**src/logic/lgd_pkg.sv**
```systemverilog
// Purpose: constants and carriers for the glyph and icon display engine
// Assumes: mclk at 40 MHz, one clock domain
// Notes:   no software-visible registers; controls arrive as ports
`default_nettype none

package lgd_pkg;
  localparam int          CLK_HZ          = 40_000_000;
  localparam int          BUSY_MS         = 10;
  localparam int          BUSY_CYCLES     = CLK_HZ / 1000 * BUSY_MS;
  localparam int          BLINK_CYCLES    = 16_000_000;
  localparam int          DIGITS          = 12;
  localparam int          ROWS            = 18;
  localparam int          COLS            = 60;
  localparam int          GLYPH_WORDS     = 32;
  localparam int          PIX             = 5;
  localparam int          ICON_ROW_A      = 16;
  localparam int          ICON_ROW_B      = 17;
  localparam logic [4:0]  ICON_FIRST      = 5'h14;
  localparam logic [4:0]  ICON_LAST       = 5'h1F;
  localparam logic [6:0]  LINE1_BASE      = 7'h00;
  localparam logic [6:0]  LINE2_BASE      = 7'h40;
  localparam logic [3:0]  USER_CODE_HI    = 4'h0;
  localparam logic [2:0]  CURSOR_ROW      = 3'h7;
  localparam logic [4:0]  PIX_RESET       = 5'h00;

  typedef struct packed {
    logic       we;
    logic [4:0] addr;
    logic [4:0] data;
  } lgd_glyph_wr_s;

  typedef struct packed {
    logic       display_on;
    logic       cursor_on;
    logic       blink_on;
  } lgd_disp_ctl_s;
endpackage

`default_nettype wire

```
**src/logic/lgd_shift_latch.sv**
```systemverilog
// Purpose: serial column shift register with whole-line latch
// Assumes: one bit shifted per load strobe, first bit lands in column 60
// Notes:   outputs change only on latch
`default_nettype none

module lgd_shift_latch
  import lgd_pkg::*;
#(
  parameter int WIDTH = COLS
)(
  input  wire logic             mclk,
  input  wire logic             reset_n,
  input  wire logic             shift_en,
  input  wire logic             shift_bit,
  input  wire logic             latch_en,
  output logic [WIDTH-1:0]      cols
);
  logic [WIDTH-1:0] shreg;

  // ---------------------------------------------------------------
  // shift chain
  // ---------------------------------------------------------------
  always_ff @(posedge mclk)
  begin
    if (!reset_n)
      shreg <= '0;
    else if (shift_en)
      shreg <= {shreg[WIDTH-2:0], shift_bit};
  end

  // ---------------------------------------------------------------
  // latch
  // ---------------------------------------------------------------
  always_ff @(posedge mclk)
  begin
    if (!reset_n)
      cols <= '0;
    else if (latch_en)
      cols <= shreg;
  end
endmodule

`default_nettype wire

```
**src/logic/lgd_engine.sv**
```systemverilog
// Purpose: glyph, icon, cursor and scan engine of a 12x2 character display
// Assumes: text memory read port external; one refresh fetch per cycle
// Notes:   host writes use their own port; refresh reads never stall them
`default_nettype none

module lgd_engine
  import lgd_pkg::*;
#(
  parameter int BUSY_LEN  = BUSY_CYCLES,
  parameter int BLINK_LEN = BLINK_CYCLES
)(
  input  wire logic          mclk,
  input  wire logic          reset_n,
  input  wire logic          soft_init,
  input  wire lgd_glyph_wr_s glyph_wr,
  input  wire lgd_disp_ctl_s disp_ctl,
  input  wire logic          disp_ctl_we,
  input  wire logic [6:0]    address_pointer,
  input  wire logic [4:0]    shift_offset,
  input  wire logic [7:0]    text_code,
  input  wire logic [34:0]   rom_rows,
  output logic [6:0]         text_addr,
  output logic               busy_indicator,
  output logic [ROWS-1:0]    row_select,
  output logic [1:0]         icon_row_drive,
  output logic [COLS-1:0]    column_drive
);
  typedef enum logic [1:0] {ST_LOAD, ST_LATCH} lgd_scan_e;

  logic [PIX-1:0]  glyph_mem [GLYPH_WORDS];
  logic [PIX-1:0]  icon_mem  [12];
  lgd_disp_ctl_s   ctl;
  lgd_scan_e       state;
  logic [31:0]     busy_cnt;
  logic [31:0]     blink_cnt;
  logic            blink_phase;
  logic [4:0]      scan_row;
  logic [5:0]      bit_idx;
  logic [2:0]      pix_idx;
  logic [2:0]      glyph_row;
  logic [6:0]      here_addr;
  logic            is_user;
  logic [4:0]      glyph_addr;
  logic [PIX-1:0]  row_pix;
  logic            cur_here;
  logic            icon_scan;
  logic            bit_out;
  logic            shift_en;
  logic            latch_en;
  logic [3:0]      icon_word;
  logic [2:0]      icon_bit;
  logic [6:0]      next_text_addr;
  logic [5:0]      col_pos;

  // ---------------------------------------------------------------
  // busy period after reset
  // ---------------------------------------------------------------
  always_ff @(posedge mclk)
  begin
    if (!reset_n)
      busy_cnt <= '0;
    else if (busy_cnt < 32'(BUSY_LEN))
      busy_cnt <= busy_cnt + 32'd1;
  end

  assign busy_indicator = (busy_cnt < 32'(BUSY_LEN));

  // ---------------------------------------------------------------
  // display control and blink timer
  // ---------------------------------------------------------------
  always_ff @(posedge mclk)
  begin
    if (!reset_n)
      ctl <= '0;
    else if (disp_ctl_we)
      ctl <= disp_ctl;
  end

  always_ff @(posedge mclk)
  begin
    if (!reset_n)
    begin
      blink_cnt   <= '0;
      blink_phase <= 1'b0;
    end
    else if (blink_cnt >= 32'(BLINK_LEN - 1))
    begin
      blink_cnt   <= '0;
      blink_phase <= ~blink_phase;
    end
    else
      blink_cnt <= blink_cnt + 32'd1;
  end

  // ---------------------------------------------------------------
  // glyph memory: host port, cleared only by software init
  // ---------------------------------------------------------------
  always_ff @(posedge mclk)
  begin
    if (soft_init)
    begin
      for (int i = 0; i < GLYPH_WORDS; i++)
        glyph_mem[i] <= PIX_RESET;
    end
    else if (glyph_wr.we)
      glyph_mem[glyph_wr.addr] <= glyph_wr.data;
  end

  // icon copy follows glyph writes from ICON_FIRST up; cleared by software init
  always_ff @(posedge mclk)
  begin
    if (soft_init)
    begin
      for (int i = 0; i < 12; i++)
        icon_mem[i] <= PIX_RESET;
    end
    else if (glyph_wr.we && glyph_wr.addr >= ICON_FIRST)
      icon_mem[4'(glyph_wr.addr - ICON_FIRST)] <= glyph_wr.data;
  end

  // ---------------------------------------------------------------
  // scan sequencer: refresh side, independent of host port
  // ---------------------------------------------------------------
  always_ff @(posedge mclk)
  begin
    if (!reset_n)
    begin
      state    <= ST_LOAD;
      bit_idx  <= '0;
      scan_row <= '0;
    end
    else
    begin
      case (state)
        ST_LOAD:
        begin
          if (bit_idx == 6'(COLS - 1))
          begin
            bit_idx <= '0;
            state   <= ST_LATCH;
          end
          else
            bit_idx <= bit_idx + 6'd1;
        end
        ST_LATCH:
        begin
          state    <= ST_LOAD;
          scan_row <= (scan_row == 5'(ROWS - 1)) ? 5'd0 : scan_row + 5'd1;
        end
        default:
          state <= ST_LOAD;
      endcase
    end
  end

  // row being loaded into the column chain
  logic [4:0] load_row;
  assign load_row = (scan_row == 5'(ROWS - 1)) ? 5'd0 : scan_row + 5'd1;

  // text address of a column bit of a scan row
  function automatic logic [6:0] text_addr_of(input logic [5:0] idx,
                                              input logic [4:0] row,
                                              input logic [4:0] offs);
    logic [5:0] pos;
    logic [3:0] dig;
    pos = 6'(COLS - 1) - idx;
    dig = 4'(pos / 6'd5);
    return ((row >= 5'd8) ? LINE2_BASE : LINE1_BASE)
           + 7'((5'(dig) + offs) % 5'(DIGITS));
  endfunction

  // fetch runs one bit ahead so text_code matches the bit in hand
  logic [5:0] ahead_idx;
  logic [4:0] ahead_row;
  always_comb
  begin
    ahead_idx = bit_idx + 6'd1;
    ahead_row = load_row;
    if (state == ST_LATCH)
    begin
      ahead_idx = '0;
      ahead_row = (load_row == 5'(ROWS - 1)) ? 5'd0 : load_row + 5'd1;
    end
  end

  // ---------------------------------------------------------------
  // column bit fetch for the row being loaded
  // ---------------------------------------------------------------
  always_comb
  begin
    col_pos   = 6'(COLS - 1) - bit_idx;
    pix_idx   = 3'(col_pos % 6'd5);
    icon_scan = (load_row >= 5'(ICON_ROW_A));
    glyph_row = load_row[2:0];
    next_text_addr = text_addr_of(ahead_idx, ahead_row, shift_offset);
    here_addr  = text_addr_of(bit_idx, load_row, shift_offset);
    is_user    = (text_code[7:4] == USER_CODE_HI);
    glyph_addr = {text_code[1:0], glyph_row};
    if (is_user)
      row_pix = glyph_mem[glyph_addr];
    else if (glyph_row == CURSOR_ROW)
      row_pix = '0;
    else
      row_pix = rom_rows[PIX * int'(glyph_row) +: PIX];
    cur_here   = (address_pointer == here_addr);
    if (ctl.cursor_on && cur_here && glyph_row == CURSOR_ROW)
      row_pix = row_pix | {PIX{1'b1}};
    if (ctl.blink_on && cur_here && blink_phase)
      row_pix = '0;
    icon_word = 4'd11 - 4'(col_pos / 6'd5);
    icon_bit  = 3'(col_pos % 6'd5);
    if (!ctl.display_on)
      bit_out = 1'b0;
    else if (icon_scan)
      bit_out = icon_mem[icon_word][icon_bit];
    else
      bit_out = row_pix[3'd4 - pix_idx];
    shift_en = (state == ST_LOAD);
    latch_en = (state == ST_LATCH);
  end

  always_ff @(posedge mclk)
  begin
    if (!reset_n)
      text_addr <= '0;
    else
      text_addr <= next_text_addr;
  end

  // ---------------------------------------------------------------
  // row drivers
  // ---------------------------------------------------------------
  always_ff @(posedge mclk)
  begin
    if (!reset_n)
      row_select <= '0;
    else if (latch_en)
      row_select <= ROWS'(1) << load_row;
  end

  assign icon_row_drive = row_select[ICON_ROW_B:ICON_ROW_A];

  lgd_shift_latch #(
    .WIDTH (COLS)
  ) u_cols (
    .mclk      (mclk),
    .reset_n   (reset_n),
    .shift_en  (shift_en),
    .shift_bit (bit_out),
    .latch_en  (latch_en),
    .cols      (column_drive)
  );
endmodule

`default_nettype wire

```
**config.mk**
```make
export PLATFORM = sky130hd
export DESIGN_NAME = lgd_engine
export DESIGN_NICKNAME = d
export VERILOG_FILES = /design/src/logic/lgd_pkg.sv /design/src/logic/lgd_shift_latch.sv /design/src/logic/lgd_engine.sv
export SDC_FILE = /design/constraint.sdc
export NUM_CORES = 1
export LEC_CHECK = 0
export ABC_AREA = 1
export BUFFER_PORTS_ARGS = -buffer_cell sky130_fd_sc_hd__buf_4
export CAP_MARGIN = 20
export CORE_UTILIZATION = 31
export CTS_BUF_LIST = sky130_fd_sc_hd__clkbuf_16
export CTS_CLUSTER_DIAMETER = 80
export DETAILED_ROUTE_END_ITERATION = 6
export PLACE_DENSITY = 0.56
export SLEW_MARGIN = 20
export SYNTH_ARGS = -nofsm -noshare
export SYNTH_HDL_FRONTEND = slang
export SYNTH_HIERARCHICAL = 1
export SYNTH_SLANG_ARGS = --single-unit
```
**constraint.sdc**
```tcl
create_clock -name mclk -period 7.8 [get_ports mclk]
set_input_delay 0.39 -clock mclk [delete_from_list [all_inputs] [get_ports mclk]]
set_output_delay 0.39 -clock mclk [all_outputs]
set_load 0.01 [all_outputs]
```
* Word-level counts from Yosys, hierarchy flattened
Memory sizes are Yosys's and may differ from the RTL's.
Index checks and enable logic that the tools add are counted.
** Cells by class
- Bitwise gates (word level) :: 2
- Eq/ne operators :: 5
- $mul :: 1
- Div/mod/pow operators :: 5
- Reductions and logical operators :: 11
- Shift-type cells :: 2
- Muxes and demuxes :: 31
- Order comparisons :: 8
- $add $sub $neg :: 14
** Operator list (number)
- adder 32 x 1 -> 32 bit (second input constant) :: 2
- 2-to-1 mux 5 bit :: 10
- indexed part select 35 x 7 -> 5 bit :: 1
- greater-or-equal comparator 32 x 24 -> 1 bit (second input constant) :: 1
- less-than comparator 32 x 19 -> 1 bit (second input constant) :: 1
- << shifter 1 x 5 -> 18 bit (first input constant) :: 1
- adder 7 bit :: 2
- remainder unit 7 x 4 -> 7 bit (second input constant) :: 2
- 2-to-1 mux 1 bit :: 14
- 2-to-1 mux 7 bit :: 2
- adder 4 x 5 -> 6 bit :: 2
- divider 6 x 3 -> 6 bit (second input constant) :: 2
- 2-to-1 mux 6 bit :: 2
- subtractor 6 bit (first input constant) :: 2
- adder 5 x 1 -> 5 bit (second input constant) :: 2
- equality test 5 bit (second input constant) :: 2
- greater-or-equal comparator 5 x 4 -> 1 bit (second input constant) :: 2
- greater-or-equal comparator 5 bit (second input constant) :: 2
- OR reduction 5 bit :: 2
- less-than comparator 3 x 4 -> 1 bit (second input constant) :: 2
- equality test 7 bit :: 1
- adder 6 x 1 -> 6 bit (second input constant) :: 1
- binary-select mux 1 bit (select 3 bit) :: 2
- equality test 6 bit (second input constant) :: 1
- 13 further kinds :: 18
** Storage, ports and cells
- RAM bits :: 220
- Register bits :: 225
- Bits in latches :: 0
- Memories kept :: 2
- Memory bits (read-only) :: 0
- Input port bits :: 73
- Output and inout port bits :: 88
- Logic and storage cells :: 94
** Memories
- glyph_mem :: depth 32, width 5, rd ports 1, clocked after Yosys merged registers in 0, write ports 32, line lgd_engine.sv:30 : logic [PIX-1:0] glyph_mem [GLYPH_WORDS];
- icon_mem :: depth 12, width 5, rd ports 1, clocked after Yosys merged registers in 0, write ports 12, line lgd_engine.sv:31 : logic [PIX-1:0] icon_mem [12];

* Longest topological paths before layout
- Depth after elaboration :: 14
- Depth in mapped cells :: 59
- Mapped depth without buffers :: 57

* Cells and area by module
Netlist, hierarchy kept.
** By module, submodules not included
- lgd_engine :: times used 1, sequential area each 9308.9 µm², cells an instance 1931, area each 16833.6 µm²
- lgd_shift_latch :: times used 1, sequential area each 2402.3 µm², cells an instance 700, area each 4631.9 µm²

* Worst setup path after synthesis
No wires, ideal clock.
- Path kind :: register to register
- Start point :: register bit_idx[2]
- End point :: register u_cols.shreg[0]
- Arrival :: 5.581 ns
- Data required time :: 7.736 ns
- Stages on the path, launching flop included :: 60
- Setup slack :: 2.155 ns
- Period minus slack after synthesis :: 5.645 ns
- Setup time :: 0.064 ns
- Path buffers :: 3
- Cells stage by stage :: dfxtp_1 > buf_4 > inv_1 > ha_1 > inv_1 > a21oi_1 > nand2_1 > nand3_2 > nand3_1 > nand2_2 > nand2_2 > buf_6 > nand2_1 > nand3_1 > nand2_1 > nand3_2 > inv_1 > nand2_1 > (+24 left out) > nand2_1 > nand2_1 > nand4_1 > nor2_1 > nand3_1 > nand2_1 > nand2_1 > nand2_1 > nand2_1 > nand2_1 > nand3_1 > nand3_1 > nand2_1 > a21oi_2 > inv_1 > nand2_1 > nand2_1 > nor2_1
** Between the ends
- Cells in the longest elaborated chain, start to end :: 14
- Elaborated cells on any way between the ends :: 22
- Classes of those cells :: add/sub: 5; div: 3; eq/ne: 1; mux: 8; reduce/logical: 4; memory: 1
** Ends and longest elaborated chain
- start, declared :: line lgd_engine.sv:38 : logic [5:0] bit_idx;
- start signal, assigned :: line lgd_engine.sv:143 : bit_idx <= bit_idx + 6'd1;
- subtractor 6 bit * :: line lgd_engine.sv:166, lgd_engine.sv:191
- divider 6 x 3 -> 6 bit :: line lgd_engine.sv:167, lgd_engine.sv:210
- adder 4 x 5 -> 6 bit :: line lgd_engine.sv:169 : + 7'((5'(dig) + offs) % 5'(DIGITS));
- remainder unit 7 x 4 -> 7 bit :: line lgd_engine.sv:169
- adder 7 bit :: line lgd_engine.sv:169
- equality test 7 bit :: line lgd_engine.sv:205 : cur_here = (address_pointer == here_addr);
- logical AND 1 bit (2 in a row) :: line lgd_engine.sv:206 : if (ctl.cursor_on && cur_here && glyph_row == CURSOR_ROW)
- 2-to-1 mux 5 bit :: line lgd_engine.sv:206
- 2-to-1 mux 5 bit :: line lgd_engine.sv:208 : if (ctl.blink_on && cur_here && blink_phase)
- binary-select mux 1 bit (select 3 bit) :: line lgd_engine.sv:217 : bit_out = row_pix[3'd4 - pix_idx];
- 2-to-1 mux 1 bit (not written as such) :: line lgd_engine.sv:217
- 2-to-1 mux 1 bit * :: line lgd_engine.sv:214 : else if (icon_scan)
- 2-to-1 mux 1 bit * :: line lgd_engine.sv:212 : if (!ctl.display_on)
- named net bit_out :: line lgd_engine.sv:47 : logic bit_out;
- end signal, assigned :: line lgd_shift_latch.sv:28 : shreg <= {shreg[WIDTH-2:0], shift_bit};
- end, declared :: line lgd_shift_latch.sv:18 : logic [WIDTH-1:0] shreg;
The timed path passes the listed nets; every way through them passes the cells marked *. The select of a mux whose other input is x is not followed.
A chain may end at the register's enable or synchronous reset.

* Worst setup path in the final report
Ends and elaborated chain as after synthesis.

==> impl.org <==
** Run status
- Outcome :: complete, no violations

** Pwr
- Leakage component of the power :: 10.7 nW
- Final total power :: 0.00578 W
- Per report_power, the combinational group accounts for 10.8% of the total.
- Largest vdd supply drop :: 0.000158 V
- Net switching share of the total power :: 25.1%
- Of the total power, registers draw ~46%.
- In this run the power spent charging and discharging nets is between 0.001 and 0.0015 W.
- Clock power frac :: 42.8%
- Dividing total power by cell area gives a power density of 229 mW/mm^2.
- Internal power comes to 0.00433 W.

** Setup path
- Capture point of the worst reg-to-reg path :: u_cols/shreg[0]
- Launch point of the worst path :: bit_idx[2]
- Reg2Reg Depth :: between 50 and 60
- The worst setup path is launched from a flip-flop.
- Crit. path cell count :: 56
- Slowest Stage Delay on Critical Path :: 530 ps
- Buffers & Inverters on Critical Path :: 9
- Following the worst setup path forward leads to its endpoint at u_cols/shreg[0].
- Critical path class :: flip-flop to flip-flop
- Data arrives at the worst endpoint at approximately 7400 ps.
- Worst Setup End Kind :: flip-flop
- For this design, the slowest cell found on the critical path is sky130_fd_sc_hd__dfxtp_1.
- Data on the critical path is required at its endpoint by 8330 ps.
- Delay-heaviest family, CP :: simple AND/OR/NAND/NOR gates
- Launching point of the worst reg2reg path :: bit_idx[2]
- In this run the worst path has a maximum fanout of 15.
- For flop-to-flop paths, the worst setup slack is 900 ps.
- CP dominant cell by count :: sky130_fd_sc_hd__nand2_1

** Final layout
- N_diodes :: 0
- Area of all placed cells without fillers :: approximately 0.025 sq mm
- At the end of the flow the core is filled with cells to 36.8%.
- Fillers :: 7068
- Fraction of final layout cells with drive strength greater than 1 :: 10.5%
- Synthesis-to-layout area growth :: 17.7%
- Register Area :: around 0.012 sq mm
- The library cell used most frequently in the layout, excluding fill and tap cells, is sky130_fd_sc_hd__nor2_1.
- Summing all multi-input logic gate instances after layout gives between 0.008 and 0.009 sq mm.
- Leaving out fill and tap cells, the most frequent cells in the layout are 633 x sky130_fd_sc_hd__nor2_1, 567 x sky130_fd_sc_hd__nand2_1, 240 x sky130_fd_sc_hd__edfxtp_1.
- Count of nets after finishing :: 2861

** Yosys
- The most used flip-flop cell after synthesis is sky130_fd_sc_hd__edfxtp_1.
- Yosys warning count :: 6
- In this run, synthesis inferred 240 flip-flops with an integrated enable.
- Sequential cell area fraction in the yosys report :: 54.6%
- Count of cell types in the netlist :: 47
- In the synthesized netlist the async set-or-reset flop fraction comes to 0%.
- Avg Inst Size Synth :: about 8.2 sq um
- Synthesis-stage register bit count :: 465
- Cells after Synth :: 2631
- Cell area after technology mapping :: 0.0215 sq mm

** Clock network
- Cell at the root of the clock tree :: sky130_fd_sc_hd__clkbuf_16
- Clock tree buffer depth :: 3
- Post-CTS setup-driven buffer insertion count :: 0
- CTS tree :: done
- # H-tree levels :: 2
- At the later pin of the worst-skew pair, clock insertion delay measures 600 ps.
- After clock tree synthesis, the repair step resized 0 gates.
- Clock-pin slew was measured on the worst setup and hold paths at around 60 ps.
- Counting the buffers created by CTS gives roughly 50.
- Clock tree synthesis found a total of 465 sinks.

** Die
- Row generation in the floorplan step produced 96 rows.
- The die covers 0.0703 sq mm.
- Measured along the x axis, the die boundary spans 265 um.
- Once the floorplan was initialized, standard cells occupied between 30% and 40% of the core.
- The core region is 0.0686 sq mm.
- Ports :: 161
- Floorplan die height :: 265 um

** Drt
- DRC viols :: 0
- Routed metal-1 wire length :: between 20 and 30 mm
- After detailed routing, the met3 layer carries 3.45 mm of wire.
- After detailed routing, the number of vias per cell comes to between 4 and 5.
- After detailed routing, the total wire length is 55.2 mm.
- Wire length on met2 :: 25.3 mm
- Signal routing reaches up to met4.
- WL per Instance :: 14.8 um
- Length of the first detailed-routing pass in iterations :: 6
- The detailed router finished its first iteration with ~1200 violations.
- Final ANT Viol Nets :: 0
- Routed via count :: 17400

** Placement
- Routability-driven placement finished with a final weighted congestion of a little under 0.8.
- Input and output buffers added on the ports amount to 158.
- Detailed placement ended at an HPWL of 35.4 mm.
- Placed standard-cell area :: 0.0235 sq mm

** STA
- In the finished design, the share of the clock period the worst path needs comes to around nine tenths.
- The number of hold-slack violations in the final timing report came to 0.
- RSZ-0062 raised after global routing :: no
- Setup-failing EPs final :: 0
- Summed over all failing endpoints, the final setup total negative slack is 0 ps.
- The clock period could shrink to between 6000 and 7000 ps.
- Based on the critical path, the design can be clocked at up to 145 MHz.
- Clock skew on the completed layout was measured at 18.8 ps.
- The number of max-slew violations in the final report came to 0.
- In this run the tightest slew margin relative to its limit is between 20% and 30%.
- Measured slew at the worst slew-check pin :: approximately 1100 ps

** GRT
- Total grt overflow :: 0
- Initial antenna violation count :: 0
- The number of global-route vias before repair came to 16200.
- All-Layer GR Usage :: 15.4%
- Maximum number of pins on one net before global-route repair :: about 110
- The first global-routing pass estimated 86.4 mm of wire.

** Run
- Across the run, the number of max-cap violations was 0.

** Hold path
- Hold crit path type :: primary input to flip-flop
[synthesized netlist by cell type (2+ instances only)]
cell type,number,area share (%)
sky130_fd_sc_hd__buf_4,9,0.31
sky130_fd_sc_hd__o211ai_1,19,0.66
sky130_fd_sc_hd__xor2_1,16,0.65
sky130_fd_sc_hd__clkbuf_1,87,1.5
sky130_fd_sc_hd__o21ai_1,2,0.047
sky130_fd_sc_hd__a21oi_1,53,1.2
sky130_fd_sc_hd__buf_1,5,0.087
sky130_fd_sc_hd__nand2_2,5,0.15
sky130_fd_sc_hd__o21a_1,4,0.14
sky130_fd_sc_hd__nand4_1,24,0.70
sky130_fd_sc_hd__inv_1,209,3.7
sky130_fd_sc_hd__nand2_1,569,9.9
sky130_fd_sc_hd__o221ai_1,36,1.5
sky130_fd_sc_hd__a21oi_2,2,0.082
sky130_fd_sc_hd__clkinv_1,7,0.12
sky130_fd_sc_hd__nor4_1,8,0.23
sky130_fd_sc_hd__a31oi_1,3,0.087
sky130_fd_sc_hd__nand3_1,175,4.1
sky130_fd_sc_hd__o21ai_0,125,2.9
sky130_fd_sc_hd__nand3_2,2,0.093
sky130_fd_sc_hd__nor3b_1,10,0.35
sky130_fd_sc_hd__o31ai_1,2,0.070
sky130_fd_sc_hd__edfxtp_1,240,34
sky130_fd_sc_hd__fa_1,2,0.19
sky130_fd_sc_hd__nor2_2,2,0.058
sky130_fd_sc_hd__or2_2,7,0.20
sky130_fd_sc_hd__nand3b_1,5,0.17
sky130_fd_sc_hd__buf_2,39,0.91
sky130_fd_sc_hd__inv_2,6,0.10
sky130_fd_sc_hd__nor3_1,28,0.65
sky130_fd_sc_hd__buf_6,4,0.21
sky130_fd_sc_hd__xnor2_1,5,0.20
sky130_fd_sc_hd__a22oi_1,3,0.10
sky130_fd_sc_hd__ha_1,30,1.7
sky130_fd_sc_hd__o22ai_1,15,0.44
sky130_fd_sc_hd__nor2_1,633,11
sky130_fd_sc_hd__a32oi_1,5,0.20
sky130_fd_sc_hd__o2111ai_1,2,0.082
sky130_fd_sc_hd__dfxtp_1,225,21
[state kept, by name, indices dropped and copies added (netlist names)]
| signal | count |
|---|---|
| scan_row | 5 |
| row_select | 18 |
| u_cols/shreg | 60 |
| busy_cnt | 32 |
| blink_cnt | 32 |
| bit_idx | 6 |
| blink_phase | 1 |
| state | 1 |
| icon_mem | 80 |
| glyph_mem | 160 |
| u_cols/cols | 60 |
| ctl | 3 |
| text_addr | 7 |
[metal layers]
layer,global-route usage [%],vias to the layer above
met5,0,-
met4,4.00,0
met3,3.05,73
met2,25.3,486
met1,20.7,8000
li1,-,8807
[power by group through the flow]
stage | registers [W] | clock network (W) | logic [W]
2_1_floorplan | 0.00273 | 0 | 0.000441
3_3_place_gp | 0.00274 | 0 | 0.000601
3_5_place_dp | 0.00274 | 0 | 0.000604
4_1_cts | 0.00269 | 0.00255 | 0.000609
5_1_grt | 0.00269 | 0.00264 | 0.000704
6_report | 0.00268 | 0.00248 | 0.000624
[kinds of logic (layout without fill, tap and decap cells)]
family                   count (synthesis)  count (layout)  synth area share [%]
AO/OA/AOI/OAI                          273             273                  7.61
other                                    1              30                0.0175
multiplexers                             1               1                0.0525
XOR/XNOR                                22              22                 0.985
flip-flops                             465             465                  54.6
adder cells (fa/ha/maj)                 32              32                  1.94
buffers and inverters                  366             500                  6.92
AND/OR/NAND/NOR                       1471            1474                  27.9
[worst min-delay path by stage]
stage            startpoint            to  slack, ps  depth (start not counted)
4_1_cts         disp_ctl[0]        ctl[0]          1                          3
5_1_grt         disp_ctl[1]        ctl[1]         30                          3
3_3_place_gp   busy_cnt[27]  busy_cnt[27]        410                          2
6_report        disp_ctl[0]        ctl[0]         40                          3
2_1_floorplan  busy_cnt[29]  busy_cnt[29]        410                          2
3_5_place_dp   busy_cnt[31]  busy_cnt[31]        420                          2
[cell type report]
class                           instances  area share, %
Clock buffer                           52           5.15
Sequential cell                       465           46.4
Tap cell                              931           4.61
Timing Repair Buffer                  184           5.53
Inverter                              222           3.31
Clock inverter                         42           1.62
Multi-Input combinational cell       1832           33.4
[through the flow]
| stage | hold WS [ps] | worst slack (ps) | cells |
|---|---|---|---|
| floorplan | 407 | 2160 | 2660 |
| global placement | 414 | 815 | 3625 |
| detailed placement | 418 | 728 | 3625 |
| CTS | 1.38 | 683 | 3725 |
| global route | 33.8 | 46.9 | 3728 |
| finish | 40.8 | 901 | 3728 |
[worst reg2reg max path: cells and delay by family, from the launching register on]
family                   cells  cell delay (ps)
AO/OA/AOI/OAI                3              330
adder cells (fa/ha/maj)      4             1140
buffers and inverters        9              790
flip-flops                   1              530
AND/OR/NAND/NOR             40             4030
[repair_timing]
| action | CTS | global route |
|---|---|---|
| setup endpoints to repair | 0 | 1 |
| hold buffers | 6 | 0 |
| hold endpoints to repair | 21 | 0 |
No activity file was read; power rests on OpenSTA's default activity.
